==> src/spm_defines.vh <==
// Constants of the serial master/slave port: register indices, bit positions,
// reset values and rate generator half periods.
// Assumes it is included by its bare name from every design file that needs it.
`ifndef SPM_DEFINES_VH
`define SPM_DEFINES_VH

// Register indices; the byte address on APB is four times the index.
`define SPM_IDX_CTRL 6'h10
`define SPM_IDX_STAT 6'h11
`define SPM_IDX_DATA 6'h12

// Bit positions in port_control.
`define SPM_C_RXIE 7
`define SPM_C_MSTR 5
`define SPM_C_CLOCK_POLARITY 4
`define SPM_C_CLOCK_PHASE 3
`define SPM_C_WOM 2
`define SPM_C_EN 1
`define SPM_C_TXIE 0

// Bit positions in port_status_and_control.
`define SPM_S_RXF 7
`define SPM_S_ERROR_IRQ_ENABLE 6
`define SPM_S_OVR 5
`define SPM_S_MODE_FAULT_FLAG 4
`define SPM_S_TXE 3
`define SPM_S_MODE_FAULT_ENABLE 2
`define SPM_S_RATE_HI 1
`define SPM_S_RATE_LO 0

// Reset values.
`define SPM_CTRL_RESET 8'h28
`define SPM_STAT_RESET 8'h08

// Half periods of the master serial clock in bus cycles: dividers 2, 8, 32, 128.
`define SPM_HALF_DIV2 7'h01
`define SPM_HALF_DIV8 7'h04
`define SPM_HALF_DIV32 7'h10
`define SPM_HALF_DIV128 7'h40

// Index of the last bit in one transfer.
`define SPM_LAST_BIT 3'h7

`endif

==> src/spm_port.v <==
// Full-duplex byte serial port, master or slave, with an APB register slave.
// Assumes pins are synchronous to core_clk and a testbench resolves the wires.
//
// How it works
// - master_select one makes the port master.
// - master_select zero makes it slave on pin clock.
// - master starts a byte on data write.
// - write to idle shifter loads it, tx empty.
// - master shifts MISO in while shifting MOSI.
// - rate bits choose bus clock over 2..128.
// - master end sets rx full, copies byte.
// - rx full clears by status then data read.
// - data write clears tx interrupt enable.
// - slave byte done moves to rx, sets full.
// - slave clock is independent of rate bits.
// - slave sends shifter; late writes resend old.
// - separate rx and tx interrupt requests, plus errors.
// - separate tx and rx buffers beside shifter.
// - master rate generator drives the clock pin.
// - slave starts on select fall or first edge.
// - unread rx buffer means overrun, drop byte.
//
// Our own choice: the APB register port.
`timescale 1ns/1ps
`include "spm_defines.vh"

module spm_port (
  input wire core_clk,
  input wire reset_n,
  input wire psel,
  input wire penable,
  input wire pwrite,
  input wire [7:0] paddr,
  input wire [31:0] pwdata,
  output reg [31:0] prdata,
  output wire pready,
  output wire pslverr,
  input wire sckIn,
  output wire sckOut,
  output wire sckOe,
  input wire mosiIn,
  output wire mosiOut,
  output wire mosiOe,
  input wire misoIn,
  output wire misoOut,
  output wire misoOe,
  input wire slaveSelect_n,
  output wire rxIrq,
  output wire txIrq
);

  // Reset images of the two control words, unpacked bit by bit below.
  localparam [7:0] CTRL_INIT = `SPM_CTRL_RESET;
  localparam [7:0] STAT_INIT = `SPM_STAT_RESET;
  // Control and status bits.
  reg rxIe, mstr, clock_polarity, clock_phase, wom, en, txIe;
  reg error_irq_enable, mode_fault_enable;
  reg [1:0] rateSel;
  reg rxFull, ovr, mode_fault_flag, txPending;
  reg rxArm, ovrArm, modfArm;
  // Data path.
  reg [7:0] rxBuf, txBuf, shifter;
  reg inLatch, outBit, active, sckAct, sckPrev, ssPrev;
  reg [2:0] bitCnt;
  wire halfTick;

  ////////////////////////////////////////////////////////////////////////////
  // APB decode. The slave answers with no wait states.
  wire [5:0] idx = paddr[7:2];
  wire hitCtrl = (idx == `SPM_IDX_CTRL);
  wire hitStat = (idx == `SPM_IDX_STAT);
  wire hitData = (idx == `SPM_IDX_DATA);
  wire mapped = hitCtrl | hitStat | hitData;
  wire apbWr = psel & penable & pwrite;
  wire apbRd = psel & penable & ~pwrite;
  wire wrCtrl = apbWr & hitCtrl;
  wire wrStat = apbWr & hitStat;
  wire wrData = apbWr & hitData;
  wire rdStat = apbRd & hitStat;
  wire rdData = apbRd & hitData;

  assign pready = 1'b1;
  assign pslverr = psel & penable & ~mapped;

  ////////////////////////////////////////////////////////////////////////////
  // Read data is captured in the setup cycle so it comes from a flip-flop.
  always @(posedge core_clk or negedge reset_n) begin
    if (!reset_n) begin
      prdata <= 32'h00000000;
    end else if (psel & ~penable) begin
      case (idx)
        `SPM_IDX_CTRL: prdata <= {24'h000000, rxIe, 1'b0, mstr, clock_polarity, clock_phase, wom, en, txIe};
        `SPM_IDX_STAT: prdata <= {24'h000000, rxFull, error_irq_enable, ovr, mode_fault_flag, ~txPending,
                                  mode_fault_enable, rateSel};
        `SPM_IDX_DATA: prdata <= {24'h000000, rxBuf};
        default: prdata <= 32'h00000000;
      endcase
    end
  end

  ////////////////////////////////////////////////////////////////////////////
  // Rate generator, only running for an enabled master.
  spm_rate_gen u_rate (
    .core_clk(core_clk),
    .reset_n(reset_n),
    .run(en & mstr),
    .rateSel(rateSel),
    .halfTick(halfTick)
  );

  ////////////////////////////////////////////////////////////////////////////
  // Serial clock edges. Master edges come from the rate generator; slave
  // edges from the pin, compared against the idle level set by polarity.
  // Because the pin is sampled once per bus cycle, each pin level must stand
  // at least one bus cycle.
  wire mLead = mstr & active & halfTick & ~sckAct;
  wire mTrail = mstr & active & halfTick & sckAct;
  wire sEnabled = en & ~mstr & ~slaveSelect_n;
  wire sLeadRaw = sEnabled & (sckPrev == clock_polarity) & (sckIn != clock_polarity);
  wire sTrailRaw = sEnabled & (sckPrev != clock_polarity) & (sckIn == clock_polarity);
  wire ssFall = en & ~mstr & ssPrev & ~slaveSelect_n;
  // Slave start: select fall for phase zero, first clock edge for phase one.
  wire slaveStart = clock_phase ? (sLeadRaw & ~active) : ssFall;
  wire lead = mstr ? mLead : (sLeadRaw & (active | clock_phase));
  wire trail = mstr ? mTrail : (sTrailRaw & active);
  // Master samples MISO, slave samples MOSI.
  wire inBit = mstr ? misoIn : mosiIn;
  wire sampled = clock_phase ? inBit : inLatch;
  wire [7:0] rxByte = {shifter[6:0], sampled};
  wire done = trail & (bitCnt == `SPM_LAST_BIT);

  // Loading the shifter: a write to an idle shifter goes straight in, else
  // the queued byte follows as soon as the shifter is free.
  wire directLoad = en & wrData & ~active & ~txPending;
  wire queuedLoad = en & ~active & txPending & ~done;
  wire loadNow = directLoad | queuedLoad;
  wire [7:0] loadByte = directLoad ? pwdata[7:0] : txBuf;

  // A master with its select pin pulled low sees a contending master.
  wire modfEvent = en & mstr & mode_fault_enable & ~slaveSelect_n;

  ////////////////////////////////////////////////////////////////////////////
  // Pin edge history. Pins are synchronous, so one stage is enough.
  always @(posedge core_clk or negedge reset_n) begin
    if (!reset_n) begin
      sckPrev <= 1'b0;
      ssPrev <= 1'b1;
    end else begin
      sckPrev <= sckIn;
      ssPrev <= slaveSelect_n;
    end
  end

  ////////////////////////////////////////////////////////////////////////////
  // Shift engine. Phase zero samples on the leading edge and shifts on the
  // trailing; phase one presents a bit on the leading edge and shifts the
  // sample in on the trailing. Either way the byte ends on the eighth
  // trailing edge.
  always @(posedge core_clk or negedge reset_n) begin
    if (!reset_n) begin
      shifter <= 8'h00;
      inLatch <= 1'b0;
      outBit <= 1'b0;
      active <= 1'b0;
      sckAct <= 1'b0;
      bitCnt <= 3'h0;
    end else if (!en) begin
      active <= 1'b0;
      sckAct <= 1'b0;
      bitCnt <= 3'h0;
    end else if (loadNow) begin
      shifter <= loadByte;
      active <= mstr;
      sckAct <= 1'b0;
      bitCnt <= 3'h0;
    end else if (~mstr & ~clock_phase & slaveSelect_n) begin
      // Phase zero needs the select toggled between bytes; a rise aborts.
      active <= 1'b0;
      bitCnt <= 3'h0;
    end else begin
      if (slaveStart) begin
        active <= 1'b1;
        bitCnt <= 3'h0;
      end
      if (lead) begin
        inLatch <= inBit;
        outBit <= shifter[7];
        sckAct <= mstr;
      end
      if (trail) begin
        shifter <= rxByte;
        sckAct <= 1'b0;
        bitCnt <= bitCnt + 3'h1;
        if (bitCnt == `SPM_LAST_BIT) begin
          active <= 1'b0;
        end
      end
    end
  end

  ////////////////////////////////////////////////////////////////////////////
  // Transmit buffer. A write while busy queues the byte; the slave keeps
  // resending whatever the shifter holds if software writes too late.
  always @(posedge core_clk or negedge reset_n) begin
    if (!reset_n) begin
      txBuf <= 8'h00;
      txPending <= 1'b0;
    end else if (!en) begin
      txPending <= 1'b0;
    end else if (wrData & ~directLoad) begin
      txBuf <= pwdata[7:0];
      txPending <= 1'b1;
    end else if (queuedLoad) begin
      txPending <= 1'b0;
    end
  end

  ////////////////////////////////////////////////////////////////////////////
  // Receive side. At the end of a byte the buffer takes it and the full flag
  // sets together; if the old byte is unread the new one is dropped instead.
  // A set in the same cycle as a clear wins, so no event is lost: a byte
  // that ends while the unread one is being cleared still lands.
  wire rxTake = done & (~rxFull | (rdData & rxArm));
  always @(posedge core_clk or negedge reset_n) begin
    if (!reset_n) begin
      rxBuf <= 8'h00;
      rxFull <= 1'b0;
      ovr <= 1'b0;
      rxArm <= 1'b0;
      ovrArm <= 1'b0;
    end else begin
      if (rdStat) begin
        rxArm <= rxFull;
        ovrArm <= ovr;
      end else if (rdData) begin
        rxArm <= 1'b0;
        ovrArm <= 1'b0;
      end
      if (done & ~rxTake) begin
        ovr <= 1'b1;
      end else if (rdData & ovrArm) begin
        ovr <= 1'b0;
      end
      if (rxTake) begin
        rxBuf <= rxByte;
        rxFull <= 1'b1;
      end else if (rdData & rxArm) begin
        rxFull <= 1'b0;
      end
    end
  end

  ////////////////////////////////////////////////////////////////////////////
  // Control registers. A mode fault forces the port out of master role and
  // disables it, so two masters cannot fight over the clock line.
  always @(posedge core_clk or negedge reset_n) begin
    if (!reset_n) begin
      rxIe <= CTRL_INIT[`SPM_C_RXIE];
      mstr <= CTRL_INIT[`SPM_C_MSTR];
      clock_polarity <= CTRL_INIT[`SPM_C_CLOCK_POLARITY];
      clock_phase <= CTRL_INIT[`SPM_C_CLOCK_PHASE];
      wom <= CTRL_INIT[`SPM_C_WOM];
      en <= CTRL_INIT[`SPM_C_EN];
      txIe <= CTRL_INIT[`SPM_C_TXIE];
      error_irq_enable <= STAT_INIT[`SPM_S_ERROR_IRQ_ENABLE];
      mode_fault_enable <= STAT_INIT[`SPM_S_MODE_FAULT_ENABLE];
      rateSel <= STAT_INIT[`SPM_S_RATE_HI:`SPM_S_RATE_LO];
    end else begin
      if (wrCtrl) begin
        rxIe <= pwdata[`SPM_C_RXIE];
        mstr <= pwdata[`SPM_C_MSTR];
        clock_polarity <= pwdata[`SPM_C_CLOCK_POLARITY];
        clock_phase <= pwdata[`SPM_C_CLOCK_PHASE];
        wom <= pwdata[`SPM_C_WOM];
        en <= pwdata[`SPM_C_EN];
        txIe <= pwdata[`SPM_C_TXIE];
      end else if (wrData) begin
        txIe <= 1'b0;
      end
      if (wrStat) begin
        error_irq_enable <= pwdata[`SPM_S_ERROR_IRQ_ENABLE];
        mode_fault_enable <= pwdata[`SPM_S_MODE_FAULT_ENABLE];
        rateSel <= pwdata[`SPM_S_RATE_HI:`SPM_S_RATE_LO];
      end
      if (modfEvent) begin
        mstr <= 1'b0;
        en <= 1'b0;
      end
    end
  end

  ////////////////////////////////////////////////////////////////////////////
  // Mode fault flag: cleared by a status read and then a control write.
  always @(posedge core_clk or negedge reset_n) begin
    if (!reset_n) begin
      mode_fault_flag <= 1'b0;
      modfArm <= 1'b0;
    end else begin
      if (rdStat) begin
        modfArm <= mode_fault_flag;
      end else if (wrCtrl) begin
        modfArm <= 1'b0;
      end
      if (modfEvent) begin
        mode_fault_flag <= 1'b1;
      end else if (wrCtrl & modfArm) begin
        mode_fault_flag <= 1'b0;
      end
    end
  end

  ////////////////////////////////////////////////////////////////////////////
  // Pins. In wired-or mode a driver only pulls low and leaves high to the
  // pull-up. The slave drives MISO only while selected.
  wire dataOut = clock_phase ? outBit : shifter[7];
  wire mDrive = en & mstr;
  assign sckOut = clock_polarity ^ sckAct;
  assign mosiOut = dataOut;
  assign misoOut = dataOut;
  assign sckOe = mDrive & (~wom | ~sckOut);
  assign mosiOe = mDrive & (~wom | ~mosiOut);
  assign misoOe = sEnabled & (~wom | ~misoOut);

  ////////////////////////////////////////////////////////////////////////////
  // Interrupt requests, separately enabled; errors share the receive one.
  assign rxIrq = (rxIe & rxFull) | (error_irq_enable & (ovr | mode_fault_flag));
  assign txIrq = txIe & ~txPending;

endmodule // spm_port

==> src/spm_rate_gen.v <==
// Master serial clock rate generator: a half-period tick that runs only while run is high.
// Assumes run is held high only while the port is enabled in master role.
`timescale 1ns/1ps
`include "spm_defines.vh"

module spm_rate_gen (
  input wire core_clk,
  input wire reset_n,
  input wire run,
  input wire [1:0] rateSel,
  output reg halfTick
);

  reg [6:0] count;
  reg [6:0] halfLen;

  ////////////////////////////////////////////////////////////////////////////
  // Half period chosen by the rate select bits, fastest first.
  always @* begin
    case (rateSel)
      2'h0: halfLen = `SPM_HALF_DIV2;
      2'h1: halfLen = `SPM_HALF_DIV8;
      2'h2: halfLen = `SPM_HALF_DIV32;
      default: halfLen = `SPM_HALF_DIV128;
    endcase
  end

  ////////////////////////////////////////////////////////////////////////////
  // The counter only runs while run is high, so it saves power while the port is disabled or a slave.
  always @(posedge core_clk or negedge reset_n) begin
    if (!reset_n) begin
      count <= 7'h00;
      halfTick <= 1'b0;
    end else if (!run) begin
      count <= 7'h00;
      halfTick <= 1'b0;
    end else if (count >= halfLen - 7'h01) begin
      count <= 7'h00;
      halfTick <= 1'b1;
    end else begin
      count <= count + 7'h01;
      halfTick <= 1'b0;
    end
  end

endmodule // spm_rate_gen

==> config.mk <==
export PLATFORM = sky130hd
export DESIGN_NAME = spm_port
export DESIGN_NICKNAME = d
export VERILOG_FILES = /design/src/spm_port.v /design/src/spm_rate_gen.v
export VERILOG_INCLUDE_DIRS = /design/src
export SDC_FILE = /design/constraint.sdc
export NUM_CORES = 1
export LEC_CHECK = 0
export BUFFER_PORTS_ARGS = -buffer_cell sky130_fd_sc_hd__buf_2
export CAP_MARGIN = 20
export CORE_MARGIN = 8
export CORE_UTILIZATION = 58
export DETAILED_ROUTE_END_ITERATION = 6
export PLACE_DENSITY = 0.86
export SYNTH_ARGS = -nofsm -noshare
export SYNTH_HDL_FRONTEND = slang
export SYNTH_SLANG_ARGS = --single-unit
==> constraint.sdc <==
create_clock -name core_clk -period 5.6 [get_ports core_clk]
set_clock_uncertainty 0.1 [all_clocks]
set_input_delay 0.28 -clock core_clk [delete_from_list [all_inputs] [get_ports core_clk]]
set_output_delay 0.28 -clock core_clk [all_outputs]
set_load 0.01 [all_outputs]
==> run_results.csv, run 1 <==
group,metric,value,unit
global_routing,grt_pass1_wl,13390,um
cts,cts_tree,"yes",
sta,relSlewSlack,44.43,%
global_routing,antenna_found_initial,0,
sta,finalCriticalPeriod,2.281,ns
sta,hold_ws,0.004704,ns
final_layout,area.growth.synth_to_final,11.61,%
critical_path,critical_path_class,"register to register",
synth,synth_common_cells,"dfrtp_1 (64), nand2_1 (31), buf_4 (26)",
hold_path,hold_class,"input port to asynchronous set/reset pin",
floorplanning,die_w,95.61,um
placed_design,place_area,3809,um^2
sta,slew_viol_final,0,
critical_path,startpoint_type,"register",
cts,ctsRootBufferMaster,"clkbuf_8",
critical_path,critPathCaptureType,"register",
cts,cts_buffer_depth,2,
detailed_routing,drtIter0Drc,183,
detailed_routing,first_pass_iters,4,
placed_design,finalWeightedCongestion,0.8437,
final_layout,final_area,4103,um^2
final_layout,drive_gt1_share,25.64,%
cts,cts-buffers-inserted,9,
floorplanning,num_io_pins,91,
detailed_routing,drc,0,
cts,htree_levels,3,
synth,ys_ff_latch,67,
floorplanning,die_area,9141,um^2
synth,synth_cells,345,
detailed_routing,top_layer_used,"met4",
final_layout,n_antenna_cell,0,
global_routing,grt-ovfl-total,0,
synth,syn_area,3676,um^2
synth,avgSynthCellArea,10.66,um^2
sta,fmax,438.4,MHz
critical_path,crit_chain,"or2_2, ha_1, nand2b_1, a21o_1, a21oi_1, o2111ai_1, nor2_1",
sta,tightestPinTransition,0.8336,ns
critical_path,critPathArrivalTime,2.46,ns
cts,path_clk_slew,0.07,ns
floorplanning,fp.dieH,95.61,um
synth,ys_seq_area_share,45.71,%
detailed_routing,drt_wl_total,8428,um
synth,ys_types,62,
placed_design,place_hpwl,5871,um
synth,yosys-top-cells-area,"dfrtp_1 (44%), mux2_2 (7.7%), buf_4 (5.3%)",
detailed_routing,wl_met1,3628,um
sta,finalSetupViolCount,0,
floorplanning,coreArea,6241,um^2
job,maxCapViolCount,0,
critical_path,required,5.78,ns
synth,synthFlopType,"dfrtp_1",
detailed_routing,antenna_left,0,
sta,min_period_over_period,40.73,%
pwr,p_per_area,273.1,nW/um^2
synth,synth_edf_count,0,
critical_path,cp_slowest_cell,"dfrtp_1",
critical_path,worstRegToRegCells,7,
detailed_routing,met3_length,582,um
synth,synthArstFlopShare,100.0,%
detailed_routing,vias,2736,
synth,yosysTopAreaCellShare,43.57,%
cts,clkLatencyLatePin,0.36,ns
synth,netlist.top_cell.by_area,"dfrtp_1",
critical_path,slowest_delay,0.45,ns
detailed_routing,viasPerCell,5.859,
status,status,"finished, final reports clean",
pwr,irDropWorstVdd,329.5,uV
pwr,p_leak,0.002052,uW
global_routing,grt_max_degree,68,
synth,yosysWarnings,0,
cts,post-cts-setup-buffers,0,
sta,finalHoldViolations,0,
synth,synth.most_common_cell,"dfrtp_1",
placed_design,port-buffer-count,39,
floorplanning,start_util,58.90,%
global_routing,grt.total_usage,19.01,%
critical_path,crit_fanout,7,
global_routing,grt_pass1_vias,2709,
final_layout,fin_nets,444,
sta,rsz0062_at_grt,"false",
floorplanning,row_count,29,
detailed_routing,wl_met2,4045,um
detailed_routing,wl_per_cell,18.05,um
sta,tns,0,ns
cts,clkSinkCount,67,
## cell usage in the layout, fill, tap and decap left out, types with 3 or more instances in the layout
cell type	instances
dfrtp_1	64
buf_2	39
nand2_1	31
conb_1	26
mux2_2	25
o21ai_0	25
nor2_1	24
ha_1	10
clkbuf_8	10
inv_1	9
mux2i_1	9
a22o_1	9
a21oi_1	8
o22a_1	8
a2bb2oi_1	7
nand2b_1	4
a21o_1	4
a31oi_1	4
o31ai_1	4
bufinv_16	4
nand3_1	3
xor2_1	3
xnor2_1	3
nor2b_1	3
nand3b_1	3
nor3b_1	3
dfstp_2	3
## cell families (layout without fill, tap and decap cells)
group | Yosys count | count (layout) | synth area share [%]
flip-flops | 67 | 67 | 45.71
adder cells (fa/ha/maj) | 10 | 10 | 3.404
AO/OA/AOI/OAI | 85 | 85 | 16.68
multiplexers | 34 | 34 | 10.11
other | 2 | 26 | 0.2043
buffers and inverters | 46 | 67 | 7.897
XOR/XNOR | 6 | 6 | 1.430
AND/OR/NAND/NOR | 95 | 95 | 14.57
## routing by layer
layer  global-route usage (%)  vias to the layer above
met1                    23.72                     1367
met4                    10.50                        0
li1                         -                     1270
met3                    4.252                       13
met5                        0                        -
met2                    29.94                       86
## power breakdown
part	total, uW	internal (uW)	switching [uW]
clock network	552	354	199
logic	69.2	22.2	47.0
registers	499	490	8.78
total	1120	866	254
## critical path, delay by kind of cell (launching register included)
family                     cells  cell delay, ns
AOI/OAI and AO/OA              3            0.73
and+or+nand+nor                3            0.65
DFF                            1            0.45
adders and majority gates      1            0.27
## flip-flops by register name, indices dropped and copies added, names as in the netlist, 2 cells and up
name,flops
rxBuf,8
txBuf,8
bitCnt,3
shifter,8
u_rate.count,7
rateSel,2
prdata,8
## cell type report
type / instances / area (um^2)
clock inverters: 6 / 136.4
multi-input cells: 256 / 1795
flip-flops and latches: 67 / 1680
inverters: 9 / 33.78
clock buffers: 10 / 137.6
well taps: 77 / 96.34
fillers: 509 / 2138
repair buffers: 42 / 222.7
## through the flow
step | utilization (%) | total power [uW] | worst slack (ns) | instances
floorplan | - | 556.5 | 3.618 | 369
global placement | 61.03 | 572.8 | 3.239 | 449
detailed placement | 61.03 | 574.9 | 3.219 | 449
CTS | 65.74 | 1121 | 3.317 | 467
global route | 65.74 | 1147 | 3.144 | 467
finish | 65.74 | 1120 | 3.319 | 467
## what timing repair did
item / CTS / global route
gates resized for setup: 0 / 0
hold buffers: 2 / 0
endpoints found under the hold margin: 2 / 0
## worst paths after layout
kind | from | to | slack (ns)
max in group asynchronous | reset_n | rxFull | 4.85
worst min-delay path | reset_n | txBuf[5] | 0.005
worst max register to register | rateSel[0] | u_rate.count[0] | 3.32
min in group core_clk | pwdata[6] | error_irq_enable | 0.09
worst min register to register | prdata[6] | prdata[6] | 0.38
worst max-delay path | rateSel[0] | u_rate.count[0] | 3.32
Power figures use the tool's default switching activity.
==> inputs of run 2 (changes only) <==
CORE_UTILIZATION = 48   (was 58)
PLACE_DENSITY = 0.76   (was 0.86)
clock period = 1.85 ns   (was 5.6 ns; I/O delays follow)
==> run_results.csv, run 2 (synthesized netlist as in run 1, its figures left out) <==
group,metric,value,unit
status,status,"finished, violations left",
status,violations,"negative setup slack",
cts,cts_tree,"yes",
sta,min_period_over_period,101.7,%
sta,tns,-0.05369,ns
cts,cts_buffer_depth,2,
detailed_routing,drc,0,
sta,finalSetupViolCount,4,
pwr,total_power,3262,uW
global_routing,grt.busiest_layer,"met2",
final_layout,drive_gt1_share,33.87,%
critical_path,critical_path_class,"register to register",
floorplanning,die_area,10710,um^2
final_layout,multi_input_area,1894,um^2
global_routing,grt-ovfl-total,0,
detailed_routing,viasPerCell,5.382,
global_routing,grt.total_usage,17.20,%
sta,finalCriticalPeriod,1.881,ns
critical_path,crit_fanout,7,
placed_design,finalWeightedCongestion,0.8758,
placed_design,pre_cts_ws,-0.08511,ns
floorplanning,die_w,103.5,um
global_routing,grt_max_degree,40,
critical_path,path_buf_inv,1,
sta,setup_slack,-0.03086,ns
cts,clkSinkCount,67,
global_routing,antenna_found_initial,0,
critical_path,critPathCaptureType,"register",
job,maxCapViolCount,0,
floorplanning,num_io_pins,91,
hold_path,hold_class,"input port to register",
global_routing,use_met1,20.58,%
cts,ctsRootBufferMaster,"clkbuf_8",
final_layout,stdcell_count,536,
global_routing,grt_pass1_wl,14980,um
final_layout,area.growth.synth_to_final,24.40,%
detailed_routing,antenna_left,0,
cts,path_clk_slew,0.07,ns
global_routing,use_met2,28.00,%
floorplanning,start_util,48.58,%
detailed_routing,wl_per_cell,16.93,um
detailed_routing,drtIter0Drc,110,
global_routing,met3_usage,4.647,%
pwr,irDropWorstVdd,592.8,uV
final_layout,fillers,622,
sta,slew_viol_final,0,
final_layout,regArea,1682,um^2
final_layout,final_common_cell,"dfrtp_1",
cts,cts-buffers-inserted,9,
final_layout,fin_nets,489,
critical_path,slowest_delay,0.41,ns
detailed_routing,vias,2885,
detailed_routing,drt_wl_total,9074,um
detailed_routing,first_pass_iters,4,
placed_design,place_hpwl,6663,um
floorplanning,fp.dieH,103.5,um
floorplanning,row_count,32,
sta,rsz0062_at_grt,"true",
pwr,p_per_area,713.2,nW/um^2
placed_design,post-place-cells,504,
placed_design,port-buffer-count,39,
critical_path,required,2.02,ns
critical_path,cp_slowest_cell,"dfrtp_1",
critical_path,crit_top_cell,"a21o_1",
cts,clkLatencyLatePin,0.34,ns
pwr,p_leak,0.002262,uW
critical_path,startpoint_type,"register",
floorplanning,coreArea,7567,um^2
sta,fmax,531.7,MHz
final_layout,layout_common_cells,"dfrtp_1 (63), buf_2 (39), buf_4 (35)",
final_layout,n_antenna_cell,0,
sta,finalHoldViolations,0,
critical_path,critPathArrivalTime,2.05,ns
critical_path,crit_chain,"buf_4, nand2_2, ha_4, a21o_1, a21o_1, a21oi_4, o2111ai_4, nor2_1",
critical_path,r2r_setup_slack,-0.03,ns
sta,hold_ws,0.02454,ns
critical_path,cpLargestDelayFamily,"compound AO/OA/AOI/OAI gates",
cts,htree_levels,3,
global_routing,grt_pass1_vias,3049,
run 2: where the power goes:
group	switching, uW	total [uW]	internal, uW
registers	19.1	1500	1480
logic	175	299	124
clock network	568	1460	892
total	762	3260	2500
run 2: what timing repair did:
| item | 4_1_cts | 5_1_grt |
|---|---|---|
| endpoints found under the hold margin | 86 | 0 |
| setup buffers | 4 | 1 |
| pin swaps | 9 | 8 |
| setup endpoints to repair | 15 | 35 |
| hold buffers | 12 | 0 |
| gates cloned | 0 | 0 |
| gates resized for setup | 9 | 4 |
run 2: worst paths after layout:
kind | cells after the start | start | to
min reg2reg | 1 | u_rate.count[0] | u_rate.count[0]
min in group asynchronous | 2 | reset_n | u_rate.count[5]
max | 8 | rateSel[1] | u_rate.count[6]
min | 3 | pwrite | rxFull
max in group asynchronous | 3 | reset_n | mstr
max reg2reg | 8 | rateSel[1] | u_rate.count[6]
run 2: layout make-up:
cell class | instances | area share (%)
multi-input cells | 256 | 41.42
flip-flops and latches | 67 | 36.77
inverters | 9 | 0.7387
repair buffers | 87 | 13.08
clock buffers | 9 | 2.709
well taps | 102 | 2.791
clock inverters | 6 | 2.490
run 2: metal layers:
layer	wire length [um]	share of wire (%)
met1	3997	44
met4	177	2.0
met5	0	0
met3	621	6.8
met2	4277	47
run 2: metrics by stage:
stage | util (%) | cell area (um^2)
finish | 60.43 | 4573
global route | 60.43 | 4573
CTS | 60.02 | 4542
detailed placement | 54.17 | 4099
global placement | 54.17 | 4099
floorplan | - | 3787
run 2: worst min-delay path: stages:
cell,delay (ns)
buf_2,0.15
o41ai_4,0.13
nand2_1,0.06
==> inputs of run 3 (changes only) <==
GPL_TIMING_DRIVEN = 0   (was not set)
TNS_END_PERCENT = 1   (was not set)
==> run_results.csv, run 3 (synthesized netlist as in run 1, its figures left out) <==
group,metric,value,unit
final_layout,stdcell_count,548,
final_layout,fillers,604,
global_routing,met3_usage,4.957,%
detailed_routing,first_pass_iters,4,
critical_path,crit_path_start,"mstr",
global_routing,grt.total_usage,16.87,%
sta,tightestPinTransition,0.8499,ns
status,violations,"negative setup slack",
final_layout,layout_common_cells,"dfrtp_1 (63), buf_2 (39), buf_4 (38)",
detailed_routing,wl_per_cell,16.49,um
critical_path,path_depth,6,
sta,min_period_over_period,103.4,%
floorplanning,die_w,103.5,um
placed_design,finalWeightedCongestion,0.8945,
pwr,irDropWorstVdd,482.6,uV
pwr,p_sw,764.7,uW
final_layout,final_common_cell,"dfrtp_1",
final_layout,n_antenna_cell,0,
pwr,p_leak,0.002301,uW
critical_path,critical_path_class,"register to register",
global_routing,antenna_found_initial,0,
critical_path,slowest_delay,0.41,ns
sta,rsz0062_at_grt,"true",
critical_path,startpoint_type,"register",
floorplanning,num_io_pins,91,
critical_path,endpoint,"bitCnt[0]",
critical_path,rr_startpoint,"mstr",
pwr,p_per_area,650.0,nW/um^2
placed_design,post-place-cells,509,
final_layout,fin_nets,500,
floorplanning,start_util,48.58,%
detailed_routing,antenna_left,0,
cts,clkLatencyLatePin,0.35,ns
critical_path,path_buf_inv,1,
cts,htree_levels,3,
floorplanning,die_area,10710,um^2
sta,relSlewSlack,43.34,%
sta,slew_viol_final,0,
detailed_routing,vias,2917,
critical_path,cp_slowest_cell,"or3b_4",
sta,finalHoldViolations,0,
pwr,p_sw_share,25.41,%
sta,tns,-0.1418,ns
sta,finalSetupViolCount,8,
critical_path,crit_chain,"buf_8, or3b_4, a21oi_4, nand3b_1, and4b_1, mux2_2",
cts,path_clk_slew,0.07,ns
critical_path,critPathArrivalTime,2.05,ns
cts,cts-buffers-inserted,9,
detailed_routing,drtIter0Drc,155,
final_layout,post-route-util,61.19,%
global_routing,use_met2,25.89,%
final_layout,area.growth.synth_to_final,25.97,%
pwr,internal-power,2245,uW
final_layout,drive_gt1_share,34.75,%
cts,cts_buffer_depth,2,
critical_path,crit_fanout,10,
global_routing,grt.busiest_layer,"met2",
floorplanning,coreArea,7567,um^2
pwr,clock_power_share,39.4,%
global_routing,grt_max_degree,68,
global_routing,use_met1,22.13,%
detailed_routing,drt_wl_total,9035,um
placed_design,port-buffer-count,38,
detailed_routing,viasPerCell,5.323,
critical_path,required,1.98,ns
global_routing,grt-ovfl-total,0,
global_routing,grt_pass1_wl,14910,um
global_routing,grt_pass1_vias,2935,
sta,finalCriticalPeriod,1.912,ns
cts,clkSinkCount,67,
critical_path,cpLargestDelayFamily,"simple AND/OR/NAND/NOR gates",
placed_design,pre_cts_ws,-0.2278,ns
floorplanning,row_count,32,
critical_path,r2r_setup_slack,-0.06,ns
job,maxCapViolCount,0,
status,status,"finished, violations left",
pwr,p_seq_share,49.8,%
critical_path,r2r-end,"bitCnt[0]",
detailed_routing,drc,0,
sta,setup_slack,-0.06205,ns
sta,fmax,523.0,MHz
floorplanning,fp.dieH,103.5,um
pwr,p_comb_share,10.7,%
critical_path,worstRegToRegCells,6,
critical_path,critPathCaptureType,"register",
cts,cts_tree,"yes",
placed_design,place_hpwl,6356,um
hold_path,hold_class,"input port to register",
pwr,total_power,3010,uW
cts,ctsRootBufferMaster,"clkbuf_8",
==> run 3: cell types whose count changed in the layout (fill, tap and decap cells not counted), sizes merged <==
cell    previous run  this run
clkbuf             9        17
buf               75        80
clkinv             0         2
inv               10         9
bufinv             3         1
==> run 3: how the worst min path moves through the flow <==
| stage | start | to | slack (ns) | cells past startpoint |
|---|---|---|---|---|
| global route | paddr[5] | prdata[6] | 0.03 | 3 |
| detailed placement | reset_n | wom | 0.15 | 1 |
| CTS | paddr[7] | prdata[6] | 0.02 | 3 |
| floorplan | reset_n | active | -0.30 | 0 |
| finish | paddr[5] | prdata[6] | 0.02 | 3 |
| global placement | sckIn | sckPrev | 0.14 | 1 |
==> run 3: worst register-to-register path: cells and delay by family (launching register included) <==
family	cells	cell delay, ns
muxes	1	0.26
buffers and inverters	1	0.15
and+or+nand+nor	3	0.72
AOI/OAI and AO/OA	1	0.17
DFF	1	0.40
==> run 3: cell type report <==
type	count	area (um^2)	area share (%)
Buffer	37	272.8	5.890
Clock buffer	11	131.4	2.837
Clock inverter	5	55.05	1.189
Inverter	9	33.78	0.7295
Multi-Input combinational cell	256	1933	41.75
Sequential cell	67	1682	36.31
Tap cell	102	127.6	2.756
Timing Repair Buffer	61	395.4	8.538
==> run 3: power groups by stage <==
stage / registers, uW / logic, uW / clock network, uW
final: 1500 / 323 / 1190
after global routing: 1500 / 355 / 1260
after CTS: 1500 / 313 / 1200
after detailed placement: 1530 / 264 / 0
after global placement: 1530 / 259 / 0
after floorplan: 1520 / 164 / 0
==> run 3: layer usage <==
layer | part of all wire (%) | up-vias
li1 | - | 1386
met1 | 47 | 1434
met2 | 46 | 83
met3 | 5.8 | 14
met4 | 2.0 | 0
met5 | 0 | -
==> run 3: through the flow <==
step	hold slack (ns)	area [um^2]
global route	0.03237	4631
finish	0.02023	4631
floorplan	-0.3031	3779
detailed placement	0.1502	4099
global placement	0.1427	4096
CTS	0.01515	4561
==> run 3: timing repair <==
action	in CTS	in global routing
setup endpoints to repair	42	37
resized for setup	19	9
hold buffers	12	0
setup buffers	8	3
endpoints found under the hold margin	86	0
pin swaps	10	10
